===== config.mk =====
export PLATFORM = sky130hd
export DESIGN_NAME = otfs_top
export DESIGN_NICKNAME = d
export VERILOG_FILES = /design/src/otfs_pkg.sv /design/src/otfs_top.sv
export SDC_FILE = /design/constraint.sdc
export NUM_CORES = 1
export LEC_CHECK = 0
export ABC_CLOCK_PERIOD_IN_PS = 2800
export BUFFER_PORTS_ARGS = -buffer_cell sky130_fd_sc_hd__buf_4
export CORE_AREA = 2 2 107 151
export DETAILED_ROUTE_END_ITERATION = 12
export DIE_AREA = 0 0 109 153
export GPL_TIMING_DRIVEN = 0
export PLACE_DENSITY = 0.66
export SLEW_MARGIN = 20
export SYNTH_ARGS = -nofsm -noshare
export SYNTH_HDL_FRONTEND = slang
export SYNTH_SLANG_ARGS = --single-unit

===== constraint.sdc =====
create_clock -name clk_in -period 2.8 [get_ports clk_in]
set_input_delay 0.14 -clock clk_in [delete_from_list [all_inputs] [get_ports clk_in]]
set_output_delay 0.14 -clock clk_in [all_outputs]
set_load 0.1 [all_outputs]

===== src/otfs_pkg.sv =====
// Constants for the output terminal function select block
package otfs_pkg;

  // Wishbone register byte offsets
  localparam logic [7:0] OTFS_ADR_SEL_LO = 8'h00;
  localparam logic [7:0] OTFS_ADR_SEL_HI = 8'h04;
  localparam logic [7:0] OTFS_ADR_POL = 8'h08;
  localparam logic [7:0] OTFS_ADR_FCM = 8'h0c;
  localparam logic [7:0] OTFS_ADR_STAT = 8'h10;

  // Field layout
  localparam int OTFS_SEL_W = 8;
  localparam int OTFS_NUM_OUT = 6;
  localparam int OTFS_RELAY_IDX = 5;
  localparam int OTFS_FCM_W = 2;
  localparam int OTFS_SRC_W = 64;

  // Reset values
  localparam logic [7:0] OTFS_RST_TERM_SEL = 8'h00;
  localparam logic [7:0] OTFS_RST_RELAY_SEL = 8'h05;
  localparam logic [5:0] OTFS_RST_POL = 6'h20;

  // Fault code output modes
  localparam logic [1:0] OTFS_FCM_OFF = 2'h0;
  localparam logic [1:0] OTFS_FCM_3BIT = 2'h1;
  localparam logic [1:0] OTFS_FCM_4BIT = 2'h2;

  // Function codes (decimal codes written in hex)
  localparam logic [5:0] OTFS_CODE_RUN = 6'h00;
  localparam logic [5:0] OTFS_CODE_CONST_SPEED = 6'h01;
  localparam logic [5:0] OTFS_CODE_OVERREACH = 6'h02;
  localparam logic [5:0] OTFS_CODE_OVERLOAD1 = 6'h03;
  localparam logic [5:0] OTFS_CODE_PID_DEV = 6'h04;
  localparam logic [5:0] OTFS_CODE_FAULT = 6'h05;
  localparam logic [5:0] OTFS_CODE_ARRIVED = 6'h06;
  localparam logic [5:0] OTFS_CODE_TORQUE = 6'h07;
  localparam logic [5:0] OTFS_CODE_SUPPLY_LOSS = 6'h08;
  localparam logic [5:0] OTFS_CODE_UNDERVOLT = 6'h09;
  localparam logic [5:0] OTFS_CODE_TQ_LIMIT = 6'h0a;
  localparam logic [5:0] OTFS_CODE_RUN_HOURS = 6'h0b;
  localparam logic [5:0] OTFS_CODE_PWR_HOURS = 6'h0c;
  localparam logic [5:0] OTFS_CODE_THERMAL = 6'h0d;
  localparam logic [5:0] OTFS_CODE_RESERVED = 6'h0e;
  localparam logic [5:0] OTFS_CODE_BRAKE_REL = 6'h13;
  localparam logic [5:0] OTFS_CODE_BRAKE_ERR = 6'h14;
  localparam logic [5:0] OTFS_CODE_ZERO_FREQ = 6'h15;
  localparam logic [5:0] OTFS_CODE_SPEED_DEV = 6'h16;
  localparam logic [5:0] OTFS_CODE_POS_DONE = 6'h17;
  localparam logic [5:0] OTFS_CODE_OVERREACH2 = 6'h18;
  localparam logic [5:0] OTFS_CODE_ARRIVED2 = 6'h19;
  localparam logic [5:0] OTFS_CODE_OVERLOAD2 = 6'h1a;
  localparam logic [5:0] OTFS_CODE_ANALOG_LOST = 6'h1b;
  localparam logic [5:0] OTFS_CODE_PID_FB = 6'h1f;
  localparam logic [5:0] OTFS_CODE_COMM_LOST = 6'h20;
  localparam logic [5:0] OTFS_CODE_LOGIC1 = 6'h21;
  localparam logic [5:0] OTFS_CODE_CAP_LIFE = 6'h27;
  localparam logic [5:0] OTFS_CODE_FAN_DROP = 6'h28;
  localparam logic [5:0] OTFS_CODE_START = 6'h29;
  localparam logic [5:0] OTFS_CODE_HEATSINK = 6'h2a;
  localparam logic [5:0] OTFS_CODE_LOW_CUR = 6'h2b;
  localparam logic [5:0] OTFS_CODE_USER1 = 6'h2c;
  localparam logic [5:0] OTFS_CODE_READY = 6'h32;
  localparam logic [5:0] OTFS_CODE_FWD = 6'h33;
  localparam logic [5:0] OTFS_CODE_REV = 6'h34;
  localparam logic [5:0] OTFS_CODE_MAJOR = 6'h35;
  localparam logic [5:0] OTFS_CODE_WINDOW1 = 6'h36;

endpackage


===== src/otfs_top.sv =====
// Output terminal function select with Wishbone register access
`timescale 1ns/1ns
`default_nettype none

// Operation
// RQ1 - Each of terminals 11 to 15 and the relay has its own selector
// RQ2 - Each output has its own contact polarity, applied after selection
// RQ3 - Fault mode 01 drives 3 code bits, mode 02 drives 4 bits
// RQ4 - In fault mode the occupied terminals ignore their selectors
// RQ5 - Codes 00,01,02,06,24,25 route run and frequency arrival signals
// RQ6 - Codes 03,26 overload warnings; 04 PID deviation; 31 PID feedback
// RQ7 - Code 05 general fault, 13 thermal warning, 53 major failure
// RQ8 - Code 08 supply loss, code 09 undervoltage
// RQ9 - Codes 11,12 hour limits; 07 excess torque; 10 torque limited
// RQ10 - Codes 19 to 23 brake, zero frequency, speed deviation, position
// RQ11 - Codes 27 to 29 analog input loss; 54 to 56 window compare
// RQ12 - Code 32 routes communication line loss
// RQ13 - Codes 33 to 38 route logic results 1 to 6
// RQ14 - Codes 44 to 49 route user outputs 1 to 6
// RQ15 - Code 40 fan drop, 42 heatsink hot, 39 unsupported
// RQ16 - Codes 41,43,50,51,52 start, low current, ready, forward, reverse
// RQ17 - Polarity 00 closes contact when on, 01 opens it when on
// RQ18 - Run indication stays on during DC braking
// RQ19 - Reserved codes hold the output inactive
// RQ20 - Outputs are registered, changing one cycle after their cause
module otfs_top
(
  input wire logic clk_in,
  input wire logic srst_in,
  input wire logic wb_cyc_in,
  input wire logic wb_stb_in,
  input wire logic wb_we_in,
  input wire logic [7:0] wb_adr_in,
  input wire logic [3:0] wb_sel_in,
  input wire logic [31:0] wb_dat_in,
  output logic [31:0] wb_dat_out,
  output logic wb_ack_out,
  input wire logic run_in,
  input wire logic dc_braking_in,
  input wire logic constant_speed_arrived_in,
  input wire logic freq_overreached_in,
  input wire logic freq_arrived_in,
  input wire logic freq_overreached_second_in,
  input wire logic freq_arrived_second_in,
  input wire logic overload_warning_first_in,
  input wire logic overload_warning_second_in,
  input wire logic pid_deviation_flag_in,
  input wire logic pid_feedback_compare_in,
  input wire logic general_fault_in,
  input wire logic thermal_warning_in,
  input wire logic major_failure_in,
  input wire logic supply_loss_in,
  input wire logic undervoltage_flag_in,
  input wire logic excess_torque_in,
  input wire logic torque_limited_in,
  input wire logic run_hours_exceeded_in,
  input wire logic powered_hours_exceeded_in,
  input wire logic brake_release_in,
  input wire logic brake_fault_in,
  input wire logic zero_freq_detect_in,
  input wire logic speed_deviation_max_in,
  input wire logic positioning_done_in,
  input wire logic [2:0] analog_input_lost_in,
  input wire logic comm_line_lost_in,
  input wire logic [5:0] logic_result_in,
  input wire logic [5:0] user_output_in,
  input wire logic fan_speed_drop_in,
  input wire logic start_contact_in,
  input wire logic heatsink_hot_in,
  input wire logic low_current_flag_in,
  input wire logic drive_ready_in,
  input wire logic forward_turning_in,
  input wire logic reverse_turning_in,
  input wire logic [2:0] window_compare_out_in,
  input wire logic [3:0] fault_code_in,
  output logic [4:0] term_contact_out,
  output logic relay_contact_out
);
  import otfs_pkg::*;

  // ----------------------------------------------------------------
  // Configuration registers
  // ----------------------------------------------------------------
  logic [7:0] func_sel_reg [0:OTFS_NUM_OUT-1];
  logic [OTFS_NUM_OUT-1:0] polarity_reg;
  logic [OTFS_FCM_W-1:0] fault_code_output_mode_reg;
  logic wb_req;
  logic wb_wr;
  logic [31:0] rd_next;
  logic [OTFS_SRC_W-1:0] src_vec;
  logic [OTFS_NUM_OUT-1:0] sel_sig;
  logic [OTFS_NUM_OUT-1:0] contact_next;
  logic [OTFS_NUM_OUT-1:0] contact_reg;

  assign wb_req = wb_cyc_in & wb_stb_in & ~wb_ack_out;
  assign wb_wr = wb_req & wb_we_in;

  always_ff @(posedge clk_in)
  begin
    if (srst_in)
    begin
      for (int i = 0; i < OTFS_RELAY_IDX; i++)
        func_sel_reg[i] <= OTFS_RST_TERM_SEL;
      func_sel_reg[OTFS_RELAY_IDX] <= OTFS_RST_RELAY_SEL;
    end
    else if (wb_wr && wb_adr_in == OTFS_ADR_SEL_LO)
    begin
      for (int b = 0; b < 4; b++)
        if (wb_sel_in[b])
          func_sel_reg[b] <= wb_dat_in[b*OTFS_SEL_W +: OTFS_SEL_W]; // see RQ1
    end
    else if (wb_wr && wb_adr_in == OTFS_ADR_SEL_HI)
    begin
      for (int b = 0; b < 2; b++)
        if (wb_sel_in[b])
          func_sel_reg[4+b] <= wb_dat_in[b*OTFS_SEL_W +: OTFS_SEL_W];
    end
  end

  always_ff @(posedge clk_in)
  begin
    if (srst_in)
      polarity_reg <= OTFS_RST_POL;
    else if (wb_wr && wb_adr_in == OTFS_ADR_POL && wb_sel_in[0])
      polarity_reg <= wb_dat_in[OTFS_NUM_OUT-1:0]; // see RQ2
  end

  always_ff @(posedge clk_in)
  begin
    if (srst_in)
      fault_code_output_mode_reg <= OTFS_FCM_OFF;
    else if (wb_wr && wb_adr_in == OTFS_ADR_FCM && wb_sel_in[0])
      fault_code_output_mode_reg <= wb_dat_in[OTFS_FCM_W-1:0];
  end

  // ----------------------------------------------------------------
  // Wishbone read data and acknowledge, one cycle after the request
  // ----------------------------------------------------------------
  always_comb
  begin
    rd_next = '0;
    unique case (wb_adr_in)
      OTFS_ADR_SEL_LO:
        rd_next = {func_sel_reg[3], func_sel_reg[2],
                   func_sel_reg[1], func_sel_reg[0]};
      OTFS_ADR_SEL_HI:
        rd_next = {16'h0000, func_sel_reg[5], func_sel_reg[4]};
      OTFS_ADR_POL:
        rd_next = {26'h0000000, polarity_reg};
      OTFS_ADR_FCM:
        rd_next = {30'h00000000, fault_code_output_mode_reg};
      OTFS_ADR_STAT:
        rd_next = {26'h0000000, contact_reg};
      default:
        rd_next = '0;
    endcase
  end

  always_ff @(posedge clk_in)
  begin
    if (srst_in)
    begin
      wb_ack_out <= 1'b0;
      wb_dat_out <= '0;
    end
    else
    begin
      wb_ack_out <= wb_req;
      wb_dat_out <= (wb_req && !wb_we_in) ? rd_next : '0;
    end
  end

  // ----------------------------------------------------------------
  // Source vector indexed by function code
  // ----------------------------------------------------------------
  always_comb
  begin
    src_vec = '0; // see RQ19
    src_vec[OTFS_CODE_RUN] = run_in | dc_braking_in; // see RQ18
    src_vec[OTFS_CODE_CONST_SPEED] = constant_speed_arrived_in; // see RQ5
    src_vec[OTFS_CODE_OVERREACH] = freq_overreached_in;
    src_vec[OTFS_CODE_ARRIVED] = freq_arrived_in;
    src_vec[OTFS_CODE_OVERREACH2] = freq_overreached_second_in;
    src_vec[OTFS_CODE_ARRIVED2] = freq_arrived_second_in;
    src_vec[OTFS_CODE_OVERLOAD1] = overload_warning_first_in; // see RQ6
    src_vec[OTFS_CODE_OVERLOAD2] = overload_warning_second_in;
    src_vec[OTFS_CODE_PID_DEV] = pid_deviation_flag_in;
    src_vec[OTFS_CODE_PID_FB] = pid_feedback_compare_in;
    src_vec[OTFS_CODE_FAULT] = general_fault_in; // see RQ7
    src_vec[OTFS_CODE_THERMAL] = thermal_warning_in;
    src_vec[OTFS_CODE_MAJOR] = major_failure_in;
    src_vec[OTFS_CODE_SUPPLY_LOSS] = supply_loss_in; // see RQ8
    src_vec[OTFS_CODE_UNDERVOLT] = undervoltage_flag_in;
    src_vec[OTFS_CODE_RUN_HOURS] = run_hours_exceeded_in; // see RQ9
    src_vec[OTFS_CODE_PWR_HOURS] = powered_hours_exceeded_in;
    src_vec[OTFS_CODE_TORQUE] = excess_torque_in;
    src_vec[OTFS_CODE_TQ_LIMIT] = torque_limited_in;
    src_vec[OTFS_CODE_BRAKE_REL] = brake_release_in; // see RQ10
    src_vec[OTFS_CODE_BRAKE_ERR] = brake_fault_in;
    src_vec[OTFS_CODE_ZERO_FREQ] = zero_freq_detect_in;
    src_vec[OTFS_CODE_SPEED_DEV] = speed_deviation_max_in;
    src_vec[OTFS_CODE_POS_DONE] = positioning_done_in;
    for (int k = 0; k < 3; k++)
    begin
      src_vec[OTFS_CODE_ANALOG_LOST + k] = analog_input_lost_in[k]; // see RQ11
      src_vec[OTFS_CODE_WINDOW1 + k] = window_compare_out_in[k];
    end
    src_vec[OTFS_CODE_COMM_LOST] = comm_line_lost_in; // see RQ12
    for (int k = 0; k < 6; k++)
    begin
      src_vec[OTFS_CODE_LOGIC1 + k] = logic_result_in[k]; // see RQ13
      src_vec[OTFS_CODE_USER1 + k] = user_output_in[k]; // see RQ14
    end
    src_vec[OTFS_CODE_CAP_LIFE] = 1'b0; // see RQ15
    src_vec[OTFS_CODE_FAN_DROP] = fan_speed_drop_in;
    src_vec[OTFS_CODE_HEATSINK] = heatsink_hot_in;
    src_vec[OTFS_CODE_START] = start_contact_in; // see RQ16
    src_vec[OTFS_CODE_LOW_CUR] = low_current_flag_in;
    src_vec[OTFS_CODE_READY] = drive_ready_in;
    src_vec[OTFS_CODE_FWD] = forward_turning_in;
    src_vec[OTFS_CODE_REV] = reverse_turning_in;
  end

  // ----------------------------------------------------------------
  // Per-output selection, fault code override and polarity
  // ----------------------------------------------------------------
  genvar g;
  generate
    for (g = 0; g < OTFS_NUM_OUT; g++)
    begin : gen_out
      // Codes above the vector width are reserved and read inactive
      assign sel_sig[g] = (func_sel_reg[g] < 8'(OTFS_SRC_W)) ?
                          src_vec[func_sel_reg[g][5:0]] : 1'b0; // see RQ19
      if (g < 4)
      begin : gen_fc
        logic in_fault;
        assign in_fault =
          (fault_code_output_mode_reg == OTFS_FCM_4BIT) ||
          (fault_code_output_mode_reg == OTFS_FCM_3BIT && g < 3); // see RQ3
        assign contact_next[g] = (in_fault ? fault_code_in[g] : sel_sig[g])
                                 ^ polarity_reg[g]; // see RQ4
      end
      else
      begin : gen_plain
        assign contact_next[g] = sel_sig[g] ^ polarity_reg[g]; // see RQ17
      end
    end
  endgenerate

  always_ff @(posedge clk_in)
  begin
    if (srst_in)
      contact_reg <= '0;
    else
      contact_reg <= contact_next; // see RQ20
  end

  assign term_contact_out = contact_reg[OTFS_RELAY_IDX-1:0];
  assign relay_contact_out = contact_reg[OTFS_RELAY_IDX];
endmodule

`default_nettype wire


==> metrics.md <==
| Metric | Value |
|---|---|
| Worst path cell trace | `clkbuf_1 > clkbuf_1 > nor2_1 > a211o_1 > a311o_1 > a31oi_1 > mux2_2` |
| TritonCTS clock tree | `built` |
| GRT overflow | `0` |
| Minimum clock period | `2730 ps` |
| EDFF count, synth | `48` |
| Post-CTS setup buffer count | `0` |
| Netlist Area Pre-Place | `6630 sq um` |
| Largest register FFs | `48` |
| Worst-Margin Slew | `995 ps` |
| Final period utilization | `97.6%` |
| Crit-path max FO | `10` |
| Syn. warnings | `0` |
| Fin. max-slew vios | `0` |
| Levels on crit path | `7` |
| Critical path origin | `func_sel_reg[5][2]$_SDFFCE_PN1P_` |
| Clk_skew | `11.7 ps` |
| Post-DRT Antenna Nets | `0` |
| Clk sinks | `95` |
| Syn Nets | `730` |
| Worst reg-to-reg path cell count | `7` |
| Fin Setup TNS | `0 ps` |
| IO Pins | `143` |
| Kind of critical path | `flop to flop` |
| Hold_sp | `wb_dat_in[5]` |
| R2r startpoint | `func_sel_reg[5][2]$_SDFFCE_PN1P_` |
| Distinct cells, synth | `65` |
| Slowest stage delay, CP | `430 ps` |
| Bufs and invs on worst path | `2` |
| Fmax | `0.366 GHz` |
| Largest net degree at the start of global routing | `17` |
| Delay-heaviest family, CP | `compound AO/OA/AOI/OAI gates` |
| Syn Inst Count | `625` |
| Worst path most repeated cell | `clkbuf_1` |
| Final WS setup | `68.5 ps` |
| Clock Path Buffers | `2` |
| Top cells by area, synth | `edfxtp_1, dfxtp_1, mux4_2` |
| Fin nets | `882` |
| Count leader, synth | `and2_1` |
| Synthesis-stage register bit count | `95` |
| Via count | `6171` |
| Initial antenna violation count | `0` |
| H-tree Lvls | `3` |
| Worst slew margin | `32.7%` |
| Drt first pass iters | `7` |
| Full die area | `16700 sq um` |
| Worst-Skew Late Latency | `360 ps` |
| Die width | `109 microns` |
| Endpoints failing setup | `0` |
| Critical Path AT | `2980 ps` |
| Core Util, Final | `53.8%` |
| RSZ-0062 raised after global routing | `no` |
| Wire length per cell | `24.3 microns` |
| Worst path slowest cell | `clkbuf_1` |
| Clk pin slew, worst setup/hold paths | `70 ps` |
| Post-cts sizing count | `1` |
| Share of cells above drive strength 1 | `32.9%` |
| Hold-fix buffer count after cts | `0` |
| Crit path required time | `3050 ps` |
| Core Area | `15300 sq um` |
| Gp weighted congestion | `0.951` |
| Top_reg_cell synth | `edfxtp_1` |
| Outcome | `finished, final reports clean` |
| Total track usage | `28.7%` |
| Die height | `153 microns` |
| Crit path to | `contact_reg[5]$_SDFF_PP0_` |
| Final hold viol count | `0` |
| Top cells by count, synth | `and2_1, edfxtp_1, dfxtp_1` |
| Startpoint Class | `flop` |
| Core Rows | `54` |
| Filler cells | `1375` |
| Setup Slack @ Placement | `-81.4 ps` |
| Post-synthesis sequential area ratio | `36.0%` |
| Initial core utilization | `43.2%` |
| Port Buffers | `141` |
| Final wirelength | `23800 microns` |
| Critical R2R Capture | `contact_reg[5]$_SDFF_PP0_` |
| Mapped Avg Cell Area | `10.6 sq um` |
| # Max-Cap Violations | `0` |
| Residual DRC | `0` |
| Lkg Pwr | `3.23 nW` |
| Post-synth top area share | `21.8%` |
| Post-detail-place hpwl | `18000 microns` |
| Vias in the first global route | `6098` |
| Clock root buffer | `clkbuf_16` |
| Asr flop ratio synth | `0%` |
| TritonCTS buffer count | `9` |
| Drt initial violations | `600` |
| PD cells | `421 nW/um^2` |
| First-pass GRT wire length | `35500 microns` |
| Diodes inserted | `0` |
| CP Capture Type | `flop` |
| Cell taking the most area after synthesis | `edfxtp_1` |
| Hold Crit Class | `input pin to flop` |
| Reg-to-reg slack, setup | `70 ps` |
| Vias per Instance | `6.31` |
| Worst vdd ir | `246 uV` |
| Layout area overhead | `24.4%` |
-- worst reg2reg max path, stage by stage, from the launching register on --
cell      delay [ps]
edfxtp_1         320
clkbuf_1         430
clkbuf_1         430
nor2_1           100
a211o_1          280
a311o_1          260
a31oi_1          420
mux2_2           390
-- worst min path at each step --
| stage | endpoint | slack, ps | cells past startpoint |
|---|---|---|---|
| final | polarity_reg[5]$_SDFFE_PP1P_ | 1 | 2 |
| after global routing | polarity_reg[5]$_SDFFE_PP1P_ | 10 | 2 |
| after CTS | polarity_reg[5]$_SDFFE_PP1P_ | 0.03 | 2 |
| after detailed placement | polarity_reg[5]$_SDFFE_PP1P_ | 370 | 2 |
| after global placement | polarity_reg[5]$_SDFFE_PP1P_ | 360 | 2 |
| after floorplan | polarity_reg[5]$_SDFFE_PP1P_ | 260 | 1 |
-- through the flow --
stage	cell area, sq um	std cells	total power [mW]	hold slack, ps
5_1_grt	8250	978	3.57	10.9
3_5_place_dp	7940	962	2.21	372
4_1_cts	8250	978	3.48	0.0306
2_1_floorplan	6630	625	1.91	258
3_3_place_gp	7930	962	2.20	365
6_report	8250	978	3.47	1.06
-- power by group --
group | internal [mW] | switching [mW] | total [mW]
clock network | 0.688 | 0.586 | 1.27
logic | 0.310 | 0.372 | 0.682
registers | 1.49 | 0.0278 | 1.52
total | 2.49 | 0.986 | 3.47
-- area by class of cell --
type	instances	area, sq um	area share, %
plain buffers	48	214	2.59
clock buffers	11	264	3.20
clock inverters	5	38.8	0.470
inverters	14	52.6	0.637
multi-input cells	468	3990	48.4
flip-flops and latches	95	2380	28.9
well taps	196	245	2.97
repair buffers	141	1060	12.8
-- routing by layer --
metal / routed length, microns / track usage (%) / vias up
li1: - / - / 2726
met1: 8580 / 34.4 / 2979
met2: 11600 / 47.4 / 380
met3: 2230 / 5.54 / 86
met4: 1430 / 16.4 / 0
met5: 0 / 0 / -
-- placed cells by master, fill, tap and decap left out, drive strengths merged, types with 4 or more instances in the layout --
master,count
mux2i,43
o311ai,5
buf,167
a21oi,16
nor3,11
nand4b,4
mux2,25
nand2b,15
o211ai,7
a222oi,4
mux4,47
inv,15
a211o,5
a31oi,11
and2,49
and3,20
clkbuf,33
a22oi,13
a2111oi,4
nand3,15
nand3b,12
nand2,27
clkinv,4
o22ai,4
a211oi,5
nor2b,14
edfxtp,48
nor3b,6
dfxtp,47
nor2,46
o21ai,17
-- kinds of logic (layout without fill, tap and decap cells) --
group                    after synthesis  in the layout  synth area share (%)
buffers and inverters                 62            219                  4.02
adder cells (fa/ha/maj)                1              1                 0.189
AO/OA/AOI/OAI                        118            118                  12.8
flip-flops                            95             95                  36.0
multiplexers                         115            115                  27.1
AND/OR/NAND/NOR                      234            234                  19.9
(Power assumes the default switching activity.)
